$ cat src/verilog/pep_pkg.sv
package pep_pkg;

  // Register byte offsets on the APB window
  localparam logic [11:0] PEP_OFS_CONTROL   = 12'h740;
  localparam logic [11:0] PEP_OFS_STATUS    = 12'h744;
  localparam logic [11:0] PEP_OFS_REPORT    = 12'h748;
  localparam logic [11:0] PEP_OFS_COUNTER   = 12'h74c;
  localparam logic [11:0] PEP_OFS_IRQ_MASK  = 12'h760;

  // Control register fields
  localparam int PEP_CTL_DISABLE_BIT = 0;
  localparam int PEP_CTL_INJECT_BIT  = 1;
  localparam int PEP_CTL_LEN_LSB     = 8;
  localparam int PEP_CTL_LEN_MSB     = 15;

  // Status, report and counter fields
  localparam int PEP_STS_FLAG_BIT    = 0;
  localparam int PEP_RPT_LSB         = 0;
  localparam int PEP_RPT_MSB         = 1;
  localparam int PEP_CNT_LSB         = 0;
  localparam int PEP_CNT_MSB         = 7;

  // Header byte zero sits in the top lane of the first word
  localparam int PEP_HDR_B0_LSB      = 24;
  localparam int PEP_HDR_B0_MSB      = 31;

  // Reset values
  localparam logic [7:0]  PEP_LEN_RESET  = 8'h00;
  localparam logic [7:0]  PEP_CNT_RESET  = 8'h00;
  localparam logic [7:0]  PEP_CNT_MAX    = 8'hff;
  localparam logic [31:0] PEP_RDATA_ZERO = 32'h0000_0000;

  typedef enum logic [1:0] {
    PEP_SEV_NONE     = 2'h0,
    PEP_SEV_COR      = 2'h1,
    PEP_SEV_NONFATAL = 2'h2,
    PEP_SEV_FATAL    = 2'h3
  } pep_sev_t;

  localparam pep_sev_t PEP_RPT_RESET = PEP_SEV_NONFATAL;

  typedef enum logic [2:0] {
    PEP_REG_CONTROL = 3'h0,
    PEP_REG_STATUS  = 3'h1,
    PEP_REG_REPORT  = 3'h2,
    PEP_REG_COUNTER = 3'h3,
    PEP_REG_MASK    = 3'h4,
    PEP_REG_NONE    = 3'h7
  } pep_reg_t;

endpackage

$ cat src/verilog/pep_byte_parity.sv
`timescale 1ns/1ps
module pep_byte_parity import pep_pkg::*; #(
  parameter int BYTES = 4
) (
  input  wire logic [8*BYTES-1:0] data,
  output logic      [BYTES-1:0]   parity
);

  // One even parity bit per byte lane
  genvar i;
  generate
    for (i = 0; i < BYTES; i++) begin : gLane
      assign parity[i] = ^data[8*i +: 8];
    end
  endgenerate

endmodule

$ cat src/verilog/pep_port_parity.sv
// The APB interface to the registers was decided locally.
`timescale 1ns/1ps
// Function
// - Disable bit set means no parity error flagged.
// - Parity always generated toward switch core.
// - Inject bit corrupts every dword of matching packets.
// - Match field bits 15:8 versus header byte zero.
// - Error sets status bit 0, write-one clears.
// - Report only on status zero-to-one transition.
// - Severity: none, correctable, nonfatal, fatal; resets nonfatal.
// - Eight-bit error counter saturates at maximum.
// - Reading counter returns value then clears it.
module pep_port_parity import pep_pkg::*; #(
  parameter int BYTES = 4
) (
  input  wire logic                 mclk,
  input  wire logic                 resetn,
  input  wire logic                 porResetn,
  input  wire logic                 clkEn,
  input  wire logic                 psel,
  input  wire logic                 penable,
  input  wire logic                 pwrite,
  input  wire logic [11:0]          paddr,
  input  wire logic [31:0]          pwdata,
  output logic      [31:0]          prdata,
  output logic                      pready,
  output logic                      pslverr,
  input  wire logic                 inValid,
  input  wire logic                 inSop,
  input  wire logic                 inEop,
  input  wire logic [8*BYTES-1:0]   inData,
  input  wire logic [BYTES-1:0]     inPar,
  output logic                      outValid,
  output logic                      outSop,
  output logic                      outEop,
  output logic      [8*BYTES-1:0]   outData,
  output logic      [BYTES-1:0]     outPar,
  output logic                      errMsgValid,
  output logic      [1:0]           errMsgType,
  output logic                      irq
);

  function automatic pep_reg_t regOf(input logic [11:0] a);
    unique case (a)
      PEP_OFS_CONTROL:  regOf = PEP_REG_CONTROL;
      PEP_OFS_STATUS:   regOf = PEP_REG_STATUS;
      PEP_OFS_REPORT:   regOf = PEP_REG_REPORT;
      PEP_OFS_COUNTER:  regOf = PEP_REG_COUNTER;
      PEP_OFS_IRQ_MASK: regOf = PEP_REG_MASK;
      default:          regOf = PEP_REG_NONE;
    endcase
  endfunction

  function automatic logic [BYTES-1:0] parOf(input logic [8*BYTES-1:0] d);
    logic [BYTES-1:0] p;
    p = '0;
    for (int k = 0; k < BYTES; k++) begin
      p[k] = ^d[8*k +: 8];
    end
    parOf = p;
  endfunction

  logic             ctrlDisable;
  logic             ctrlInject;
  logic [7:0]       ctrlLength;
  logic             statusFlag;
  pep_sev_t         rptSev;
  logic [7:0]       errCount;
  logic             irqMask;
  logic             matchHeld;
  logic             matchNow;
  logic             injectNow;
  logic             errDet;
  logic [BYTES-1:0] genPar;
  pep_reg_t         accReg;
  logic             setupPhase;
  logic             accessPhase;
  logic             wrAcc;
  logic             cntRead;

  ////////////////////////////////////////////////////////////////////////////
  // APB decode

  assign accReg      = regOf(paddr);
  assign setupPhase  = psel && !penable;
  assign accessPhase = psel && penable;
  assign wrAcc       = accessPhase && pwrite;
  assign cntRead     = accessPhase && !pwrite && (accReg == PEP_REG_COUNTER);
  assign pready      = 1'b1;
  assign pslverr     = accessPhase && (accReg == PEP_REG_NONE);

  // Read data is latched in setup so the counter clear cannot disturb it
  always_ff @(posedge mclk or negedge resetn) begin
    if (!resetn) begin
      prdata <= PEP_RDATA_ZERO;
    end else if (clkEn && setupPhase) begin
      prdata <= PEP_RDATA_ZERO;
      unique case (accReg)
        PEP_REG_CONTROL: begin
          prdata[PEP_CTL_DISABLE_BIT]                 <= ctrlDisable;
          prdata[PEP_CTL_INJECT_BIT]                  <= ctrlInject;
          prdata[PEP_CTL_LEN_MSB:PEP_CTL_LEN_LSB]     <= ctrlLength;
        end
        PEP_REG_STATUS:  prdata[PEP_STS_FLAG_BIT]     <= statusFlag;
        PEP_REG_REPORT:  prdata[PEP_RPT_MSB:PEP_RPT_LSB] <= rptSev;
        PEP_REG_COUNTER: prdata[PEP_CNT_MSB:PEP_CNT_LSB] <= errCount;
        PEP_REG_MASK:    prdata[PEP_STS_FLAG_BIT]     <= irqMask;
        PEP_REG_NONE:    prdata                       <= PEP_RDATA_ZERO;
      endcase
    end
  end

  ////////////////////////////////////////////////////////////////////////////
  // Sticky control register, kept across ordinary resets; report severity and interrupt mask reset with resetn

  always_ff @(posedge mclk or negedge porResetn) begin
    if (!porResetn) begin
      ctrlDisable <= 1'b0;
      ctrlInject  <= 1'b0;
      ctrlLength  <= PEP_LEN_RESET;
    end else if (clkEn && wrAcc && accReg == PEP_REG_CONTROL) begin
      ctrlDisable <= pwdata[PEP_CTL_DISABLE_BIT];
      ctrlInject  <= pwdata[PEP_CTL_INJECT_BIT];
      ctrlLength  <= pwdata[PEP_CTL_LEN_MSB:PEP_CTL_LEN_LSB];
    end
  end

  always_ff @(posedge mclk or negedge resetn) begin
    if (!resetn) begin
      rptSev  <= PEP_RPT_RESET;
      irqMask <= 1'b0;
    end else if (clkEn && wrAcc) begin
      if (accReg == PEP_REG_REPORT) begin
        rptSev <= pep_sev_t'(pwdata[PEP_RPT_MSB:PEP_RPT_LSB]);
      end
      if (accReg == PEP_REG_MASK) begin
        irqMask <= pwdata[PEP_STS_FLAG_BIT];
      end
    end
  end

  ////////////////////////////////////////////////////////////////////////////
  // Datapath: check, regenerate, inject

  pep_byte_parity #(
    .BYTES (BYTES)
  ) uParity (
    .data   (inData),
    .parity (genPar)
  );

  assign errDet    = inValid && !ctrlDisable && (genPar != inPar);
  assign matchNow  = inSop ? (inData[PEP_HDR_B0_MSB:PEP_HDR_B0_LSB] == ctrlLength)
                           : matchHeld;
  assign injectNow = ctrlInject && matchNow;

  always_ff @(posedge mclk or negedge resetn) begin
    if (!resetn) begin
      matchHeld <= 1'b0;
    end else if (clkEn && inValid && inSop) begin
      matchHeld <= matchNow;
    end
  end

  always_ff @(posedge mclk or negedge resetn) begin
    if (!resetn) begin
      outValid <= 1'b0;
      outSop   <= 1'b0;
      outEop   <= 1'b0;
      outData  <= '0;
      outPar   <= '0;
    end else if (clkEn) begin
      outValid <= inValid;
      outSop   <= inValid && inSop;
      outEop   <= inValid && inEop;
      if (inValid) begin
        outData <= inData;
        outPar  <= genPar ^ {BYTES{injectNow}};
      end
    end
  end

  ////////////////////////////////////////////////////////////////////////////
  // Status, reporting, counter, interrupt

  always_ff @(posedge mclk or negedge resetn) begin
    if (!resetn) begin
      statusFlag <= 1'b0;
    end else if (clkEn) begin
      if (errDet) begin
        statusFlag <= 1'b1;
      end else if (wrAcc && accReg == PEP_REG_STATUS && pwdata[PEP_STS_FLAG_BIT]) begin
        statusFlag <= 1'b0;
      end
    end
  end

  always_ff @(posedge mclk or negedge resetn) begin
    if (!resetn) begin
      errMsgValid <= 1'b0;
      errMsgType  <= PEP_SEV_NONE;
    end else if (clkEn) begin
      errMsgValid <= errDet && !statusFlag && (rptSev != PEP_SEV_NONE);
      if (errDet && !statusFlag) begin
        errMsgType <= rptSev;
      end
    end
  end

  always_ff @(posedge mclk or negedge porResetn) begin
    if (!porResetn) begin
      errCount <= PEP_CNT_RESET;
    end else if (clkEn) begin
      if (cntRead) begin
        // Keep errors landing between read capture and clear
        errCount <= errCount - prdata[PEP_CNT_MSB:PEP_CNT_LSB] + 8'(errDet);
      end else if (errDet && errCount != PEP_CNT_MAX) begin
        errCount <= errCount + 8'h01;
      end
    end
  end

  assign irq = statusFlag && irqMask;

  ////////////////////////////////////////////////////////////////////////////
  // Checks

  check_disable_a: assert property (@(posedge mclk) disable iff (!resetn || !porResetn)
    (clkEn && ctrlDisable && !statusFlag) |=> (!statusFlag && !errMsgValid))
    else $error("parity error flagged while checking disabled");

  disable_count_a: assert property (@(posedge mclk) disable iff (!resetn || !porResetn)
    (clkEn && ctrlDisable && !cntRead) |=> (errCount == $past(errCount)))
    else $error("error counted while checking disabled");

  parity_gen_a: assert property (@(posedge mclk) disable iff (!resetn || !porResetn)
    (clkEn && inValid && !injectNow) |=> (outPar == parOf(outData)))
    else $error("outgoing parity not generated");

  inject_bad_a: assert property (@(posedge mclk) disable iff (!resetn || !porResetn)
    (clkEn && inValid && ctrlInject && !inSop && matchHeld)
      |=> ((outPar ^ parOf(outData)) == {BYTES{1'b1}}))
    else $error("matching packet word not corrupted");

  match_field_a: assert property (@(posedge mclk) disable iff (!resetn || !porResetn)
    (clkEn && inValid && inSop && ctrlInject
      && inData[PEP_HDR_B0_MSB:PEP_HDR_B0_LSB] != ctrlLength)
      |=> (outPar == parOf(outData)))
    else $error("header word corrupted without length match");

  status_set_a: assert property (@(posedge mclk) disable iff (!resetn || !porResetn)
    (clkEn && errDet) |=> statusFlag)
    else $error("status flag not set on parity error");

  status_clear_a: assert property (@(posedge mclk) disable iff (!resetn || !porResetn)
    (clkEn && !errDet && wrAcc && accReg == PEP_REG_STATUS && pwdata[PEP_STS_FLAG_BIT])
      |=> !statusFlag)
    else $error("status flag not cleared by writing one");

  status_keep_a: assert property (@(posedge mclk) disable iff (!resetn || !porResetn)
    (clkEn && statusFlag && !(wrAcc && accReg == PEP_REG_STATUS)) |=> statusFlag)
    else $error("status flag dropped without a clear");

  report_edge_a: assert property (@(posedge mclk) disable iff (!resetn || !porResetn)
    (clkEn && errDet && statusFlag) |=> !errMsgValid)
    else $error("error reported without status transition");

  report_once_a: assert property (@(posedge mclk) disable iff (!resetn || !porResetn)
    (clkEn && errMsgValid) |=> !errMsgValid)
    else $error("error message repeated without new transition");

  report_sev_a: assert property (@(posedge mclk) disable iff (!resetn || !porResetn)
    (clkEn && errDet && !statusFlag && rptSev != PEP_SEV_NONE)
      |=> (errMsgValid && errMsgType == $past(rptSev)))
    else $error("error message missing or wrong severity");

  report_none_a: assert property (@(posedge mclk) disable iff (!resetn || !porResetn)
    (clkEn && rptSev == PEP_SEV_NONE) |=> !errMsgValid)
    else $error("error message sent with reporting off");

  count_sat_a: assert property (@(posedge mclk) disable iff (!resetn || !porResetn)
    (clkEn && errDet && !cntRead) |=> (errCount == (($past(errCount) == PEP_CNT_MAX)
      ? PEP_CNT_MAX : $past(errCount) + 8'h01)))
    else $error("error counter did not count or saturate");

  count_hold_a: assert property (@(posedge mclk) disable iff (!resetn || !porResetn)
    (clkEn && !errDet && !cntRead) |=> (errCount == $past(errCount)))
    else $error("error counter changed without an error");

  read_clear_a: assert property (@(posedge mclk) disable iff (!resetn || !porResetn)
    (clkEn && setupPhase && accReg == PEP_REG_COUNTER && !pwrite)
      ##1 (clkEn && cntRead && !errDet)
      |=> (prdata[PEP_CNT_MSB:PEP_CNT_LSB] == $past(errCount, 2)
      && errCount == $past(errCount) - prdata[PEP_CNT_MSB:PEP_CNT_LSB]))
    else $error("counter read did not return value and clear");

  inject_seen_c: cover property (@(posedge mclk) disable iff (!resetn || !porResetn)
    clkEn && inValid && injectNow && inEop);
  report_sent_c: cover property (@(posedge mclk) disable iff (!resetn || !porResetn)
    errMsgValid ##1 !errMsgValid);
  count_full_c: cover property (@(posedge mclk) disable iff (!resetn || !porResetn)
    errCount == PEP_CNT_MAX);
  set_clear_c: cover property (@(posedge mclk) disable iff (!resetn || !porResetn)
    clkEn && errDet && wrAcc && accReg == PEP_REG_STATUS);
  freeze_seen_c: cover property (@(posedge mclk) disable iff (!resetn || !porResetn)
    !clkEn && inValid);

endmodule

$ cat config.mk
export PLATFORM = sky130hd
export DESIGN_NAME = pep_port_parity
export DESIGN_NICKNAME = d
export VERILOG_FILES = /design/src/verilog/pep_pkg.sv /design/src/verilog/pep_byte_parity.sv /design/src/verilog/pep_port_parity.sv
export SDC_FILE = /design/constraint.sdc
export NUM_CORES = 1
export LEC_CHECK = 0
export ABC_AREA = 0
export BUFFER_PORTS_ARGS = -buffer_cell sky130_fd_sc_hd__buf_2
export CELL_PAD_IN_SITES_DETAIL_PLACEMENT = 0
export CELL_PAD_IN_SITES_GLOBAL_PLACEMENT = 1
export CORE_MARGIN = 2
export CORE_UTILIZATION = 40
export CTS_BUF_LIST = sky130_fd_sc_hd__clkbuf_16
export CTS_CLUSTER_SIZE = 30
export DETAILED_ROUTE_END_ITERATION = 10
export GPL_ROUTABILITY_DRIVEN = 1
export PLACE_DENSITY = 0.88
export SETUP_SLACK_MARGIN = 0.3
export SKIP_CTS_REPAIR_TIMING = 1
export SLEW_MARGIN = 40
export SYNTH_ARGS = -nofsm -noshare
export SYNTH_HDL_FRONTEND = slang
export SYNTH_SLANG_ARGS = --single-unit
export TNS_END_PERCENT = 100
$ cat constraint.sdc
create_clock -name mclk -period 5.5 [get_ports mclk]
set_input_delay 1.1 -clock mclk [delete_from_list [all_inputs] [get_ports mclk]]
set_output_delay 1.1 -clock mclk [all_outputs]
set_load 0.01 [all_outputs]
==> key figures <==
Run status
  • Run status: complete, no violations

Global route
  • Total Routing Usage GR: 0.1879
  • Most Used Layer, Global Route: met2
  • Met1 usage: 0.2197
  • Initial antenna violation count: 2
  • Grt met3 use: 0.04641
  • Largest net degree at the start of global routing: 64
  • First-pass GRT wire length: 16840 um
  • GR Overflow Total: 0
  • Met2 Track Usage GR: 0.3308
  • Vias in the first global route: 3339

Final layout
  • Leading cell type in the layout, fill and taps excluded: buf_2
  • Most frequent cells in the layout: 127 x buf_2, 80 x dfrtp_1, 47 x mux2_2
  • Fin cells: between 600 and 700
  • Final Util: 0.5059
  • Net count, final: 619
  • Synth-to-Final Area Change: 24.61%
  • Share of layout cells above drive strength 1: 0.3919

Pwr
  • Max IR drop VDD: 0.0001512 V
  • Internal power: roughly 1.3 mW
  • PwrDens: 359.5 nW/um^2
  • Sequential power share: 0.366
  • Final Power: 1.954 mW
  • Comb pwr share: 0.294
  • Clock network power share: 0.340
  • Switching Power: 0.6105 mW
  • Switching portion of total power: 0.3124
  • Pleak: 2.631 nW

Detailed routing
  • Iter 0 DRT Violations: 129
  • 1st-pass router iterations: 4
  • Via count: approximately 3.3k
  • Drt drc: 0
  • Count of nets left with antenna violations after detail routing: 0
  • Wire per inst: 15.97 um
  • Routed Wire Length: 10520 um
  • Avg Vias per Cell: around 5

Setup path
  • CP most frequent cell: xnor2_1
  • R2R cell count: 13
  • CP required: 5720 ps
  • CP startpoint kind: input pin
  • Worst path cell trace: buf_2 -> xnor2_1 -> xnor2_1 -> xnor3_1 -> nand4_2 -> nand3b_1 -> ha_1 -> inv_1 -> ha_1 -> inv_1 -> fa_1 -> nor2b_1 -> o21a_1 -> o21ai_0 -> nand2b_1 -> a21oi_1 -> xnor2_1 -> a211o_1
  • Worst path max stage delay: 420 ps
  • Critical path's slowest cell: xnor3_1
  • Critical path fanouts, max: 4
  • Crit end category: register
  • Critical R2R Capture: errCount[6]
  • Setup slack on the worst flop-to-flop path: around 2800 ps
  • R2R Path Start: ctrlDisable
  • Critical path's top delay family: XOR/XNOR gates
  • Critical path arrival: around 4400 ps
  • Crit Path Category: in -> reg
  • Critical path buffers and inverters: 3

Logic synthesis
  • Mapped Cells: 384
  • Mapped cell area: 4363 sq um
  • EDFF count, synth: 0
  • Top cell type's share of synthesized area: 0.4588
  • Async SR Flop Fraction: 1.000
  • Cell accounting for the most synthesized area: dfrtp_1
  • Register area share after synthesis: 0.4649
  • Ys flop type: dfrtp_1
  • Netlist cell types: 50
  • Synth warnings: 0
  • Synth area leaders: dfrtp_1 46%, mux2_2 12%, xnor2_1 9.0%, ha_1 4.3%, buf_4 2.9%
  • Mean Syn Cell Area: 11.36 sq um
  • #FFs+latches synth: 81

STA
  • Post-layout min period: between 4000 and 5000 ps
  • Final Cycle Share: 0.7599
  • Slew Viols, Final: 0
  • Final hold vios: 0
  • Least-Margin Pin Slew: 604.0 ps
  • Clock skew: around 6.7 ps
  • Final setup violation count: 0
  • Max Fclk: ~0.24 GHz
  • RSZ-0062 raised after global routing: false
  • Final WS setup: 1321 ps
  • Post-route setup TNS: 0 ps
  • Relative slew slack: 0.5952

Run
  • Maxcap violations: 0

Floorplan
  • Die ar.: roughly 12000 sq um
  • Die width: 108.4 um
  • Initial Util: 0.4060
  • I/O Pins: 167
  • Core area: 10750 sq um
  • Die height: 108.4 um
  • Rows: 38

CTS
  • H-Tree Depth: 3
  • CTS tree: done
  • Clk Latency, worst-skew pair: 340 ps
  • CTS Root Cell: clkbuf_16
  • Max clock buf depth: 2
  • Clk slew on worst S/H paths: roughly 70 ps
  • CTS buffer count: 9
  • CTS sink cnt: 81

Worst hold path
  • Hold path cells: 2
  • Hold Path End: outPar[2]
  • HP Class: reg -> reg
  • Hold_sp: outPar[2]

Placed design
  • Port bufs: 127
  • HPWL after detailed placement: 7959 um
  • Pre-CTS setup slack: 1051 ps
  • RePlAce Congestion: 0.8816
  • Placed cell count: around 640
==> per-layer routing <==
layer / vias up / routed length (um)
li1: 1567 / -
met1: 1588 / 4198
met2: 110 / 5519
met3: 19 / 547
met5: - / 13
met4: 2 / 244
==> cells by family after synthesis <==
family,share of synthesized area
muxes,0.1356
buffers and inverters,0.05076
and+or+nand+nor,0.1021
adders and majority gates,0.04761
other,0.001721
DFF,0.4649
xor gates and xnor gates,0.1150
AOI/OAI and AO/OA,0.08231
==> flip-flops by register name, summed over array words and instances, names as in the netlist <==
| signal | cells |
|---|---|
| ctrlInject | 1 |
| statusFlag | 1 |
| ctrlDisable | 1 |
| outPar | 4 |
| matchHeld | 1 |
| errMsgType | 2 |
| outSop | 1 |
| outData | 32 |
| outValid | 1 |
| errCount | 8 |
| ctrlLength | 8 |
| rptSev | 2 |
| prdata | 16 |
| errMsgValid | 1 |
| irqMask | 1 |
| outEop | 1 |
==> synth_stat cells, drive strengths merged (4+ instances only) <==
library cell / number
dfrtp: 80
mux2: 49
xnor2: 45
nand2: 26
buf: 20
nor2: 19
inv: 16
o21ai: 16
ha: 15
a22o: 13
nand3: 9
a21oi: 8
nor3: 8
clkbuf: 6
nand4: 5
nor2b: 4
xnor3: 4
==> power groups by stage <==
stage	Sequential (mW)	Clock (mW)	Combinational, mW
after floorplan	0.737	0	0.386
after global placement	0.721	0	0.552
after global routing	0.724	0.706	0.640
final	0.715	0.664	0.575
after CTS	0.714	0.672	0.579
after detailed placement	0.725	0	0.572
==> tightest hold or removal path: stages, from the launching register on <==
cell and delay [ps]:
dfrtp_1 340, nand2_1 50, o21ai_0 60
==> final cells by class <==
type,instances,area [sq um]
antenna,1,2.502
clock buffer,9,225.2
clock inverter,7,101.3
fill,973,5309
inverter,16,60.06
multi-input combinational,276,2186
sequential,81,2028
tap,140,175.2
timing repair buffer,129,658.1
==> worst max-delay path by stage <==
stage | depth (start not counted) | slack (ps) | from | endpoint
2_1_floorplan | 17 | 1620 | inData[26] | errCount[6]
3_3_place_gp | 18 | 1090 | inData[26] | errCount[6]
3_5_place_dp | 18 | 1050 | inData[27] | errCount[6]
4_1_cts | 18 | 1340 | inData[27] | errCount[6]
5_1_grt | 18 | 1090 | inData[26] | errCount[6]
6_report | 18 | 1320 | inData[27] | errCount[6]
==> per-stage QoR <==
step	hold slack, ps	cell area (sq um)
floorplan	464.0	4419
global placement	460.3	5079
detailed placement	467.1	5084
CTS	481.8	5410
global route	514.1	5436
finish	478.6	5436
(Power assumes the default switching activity.)
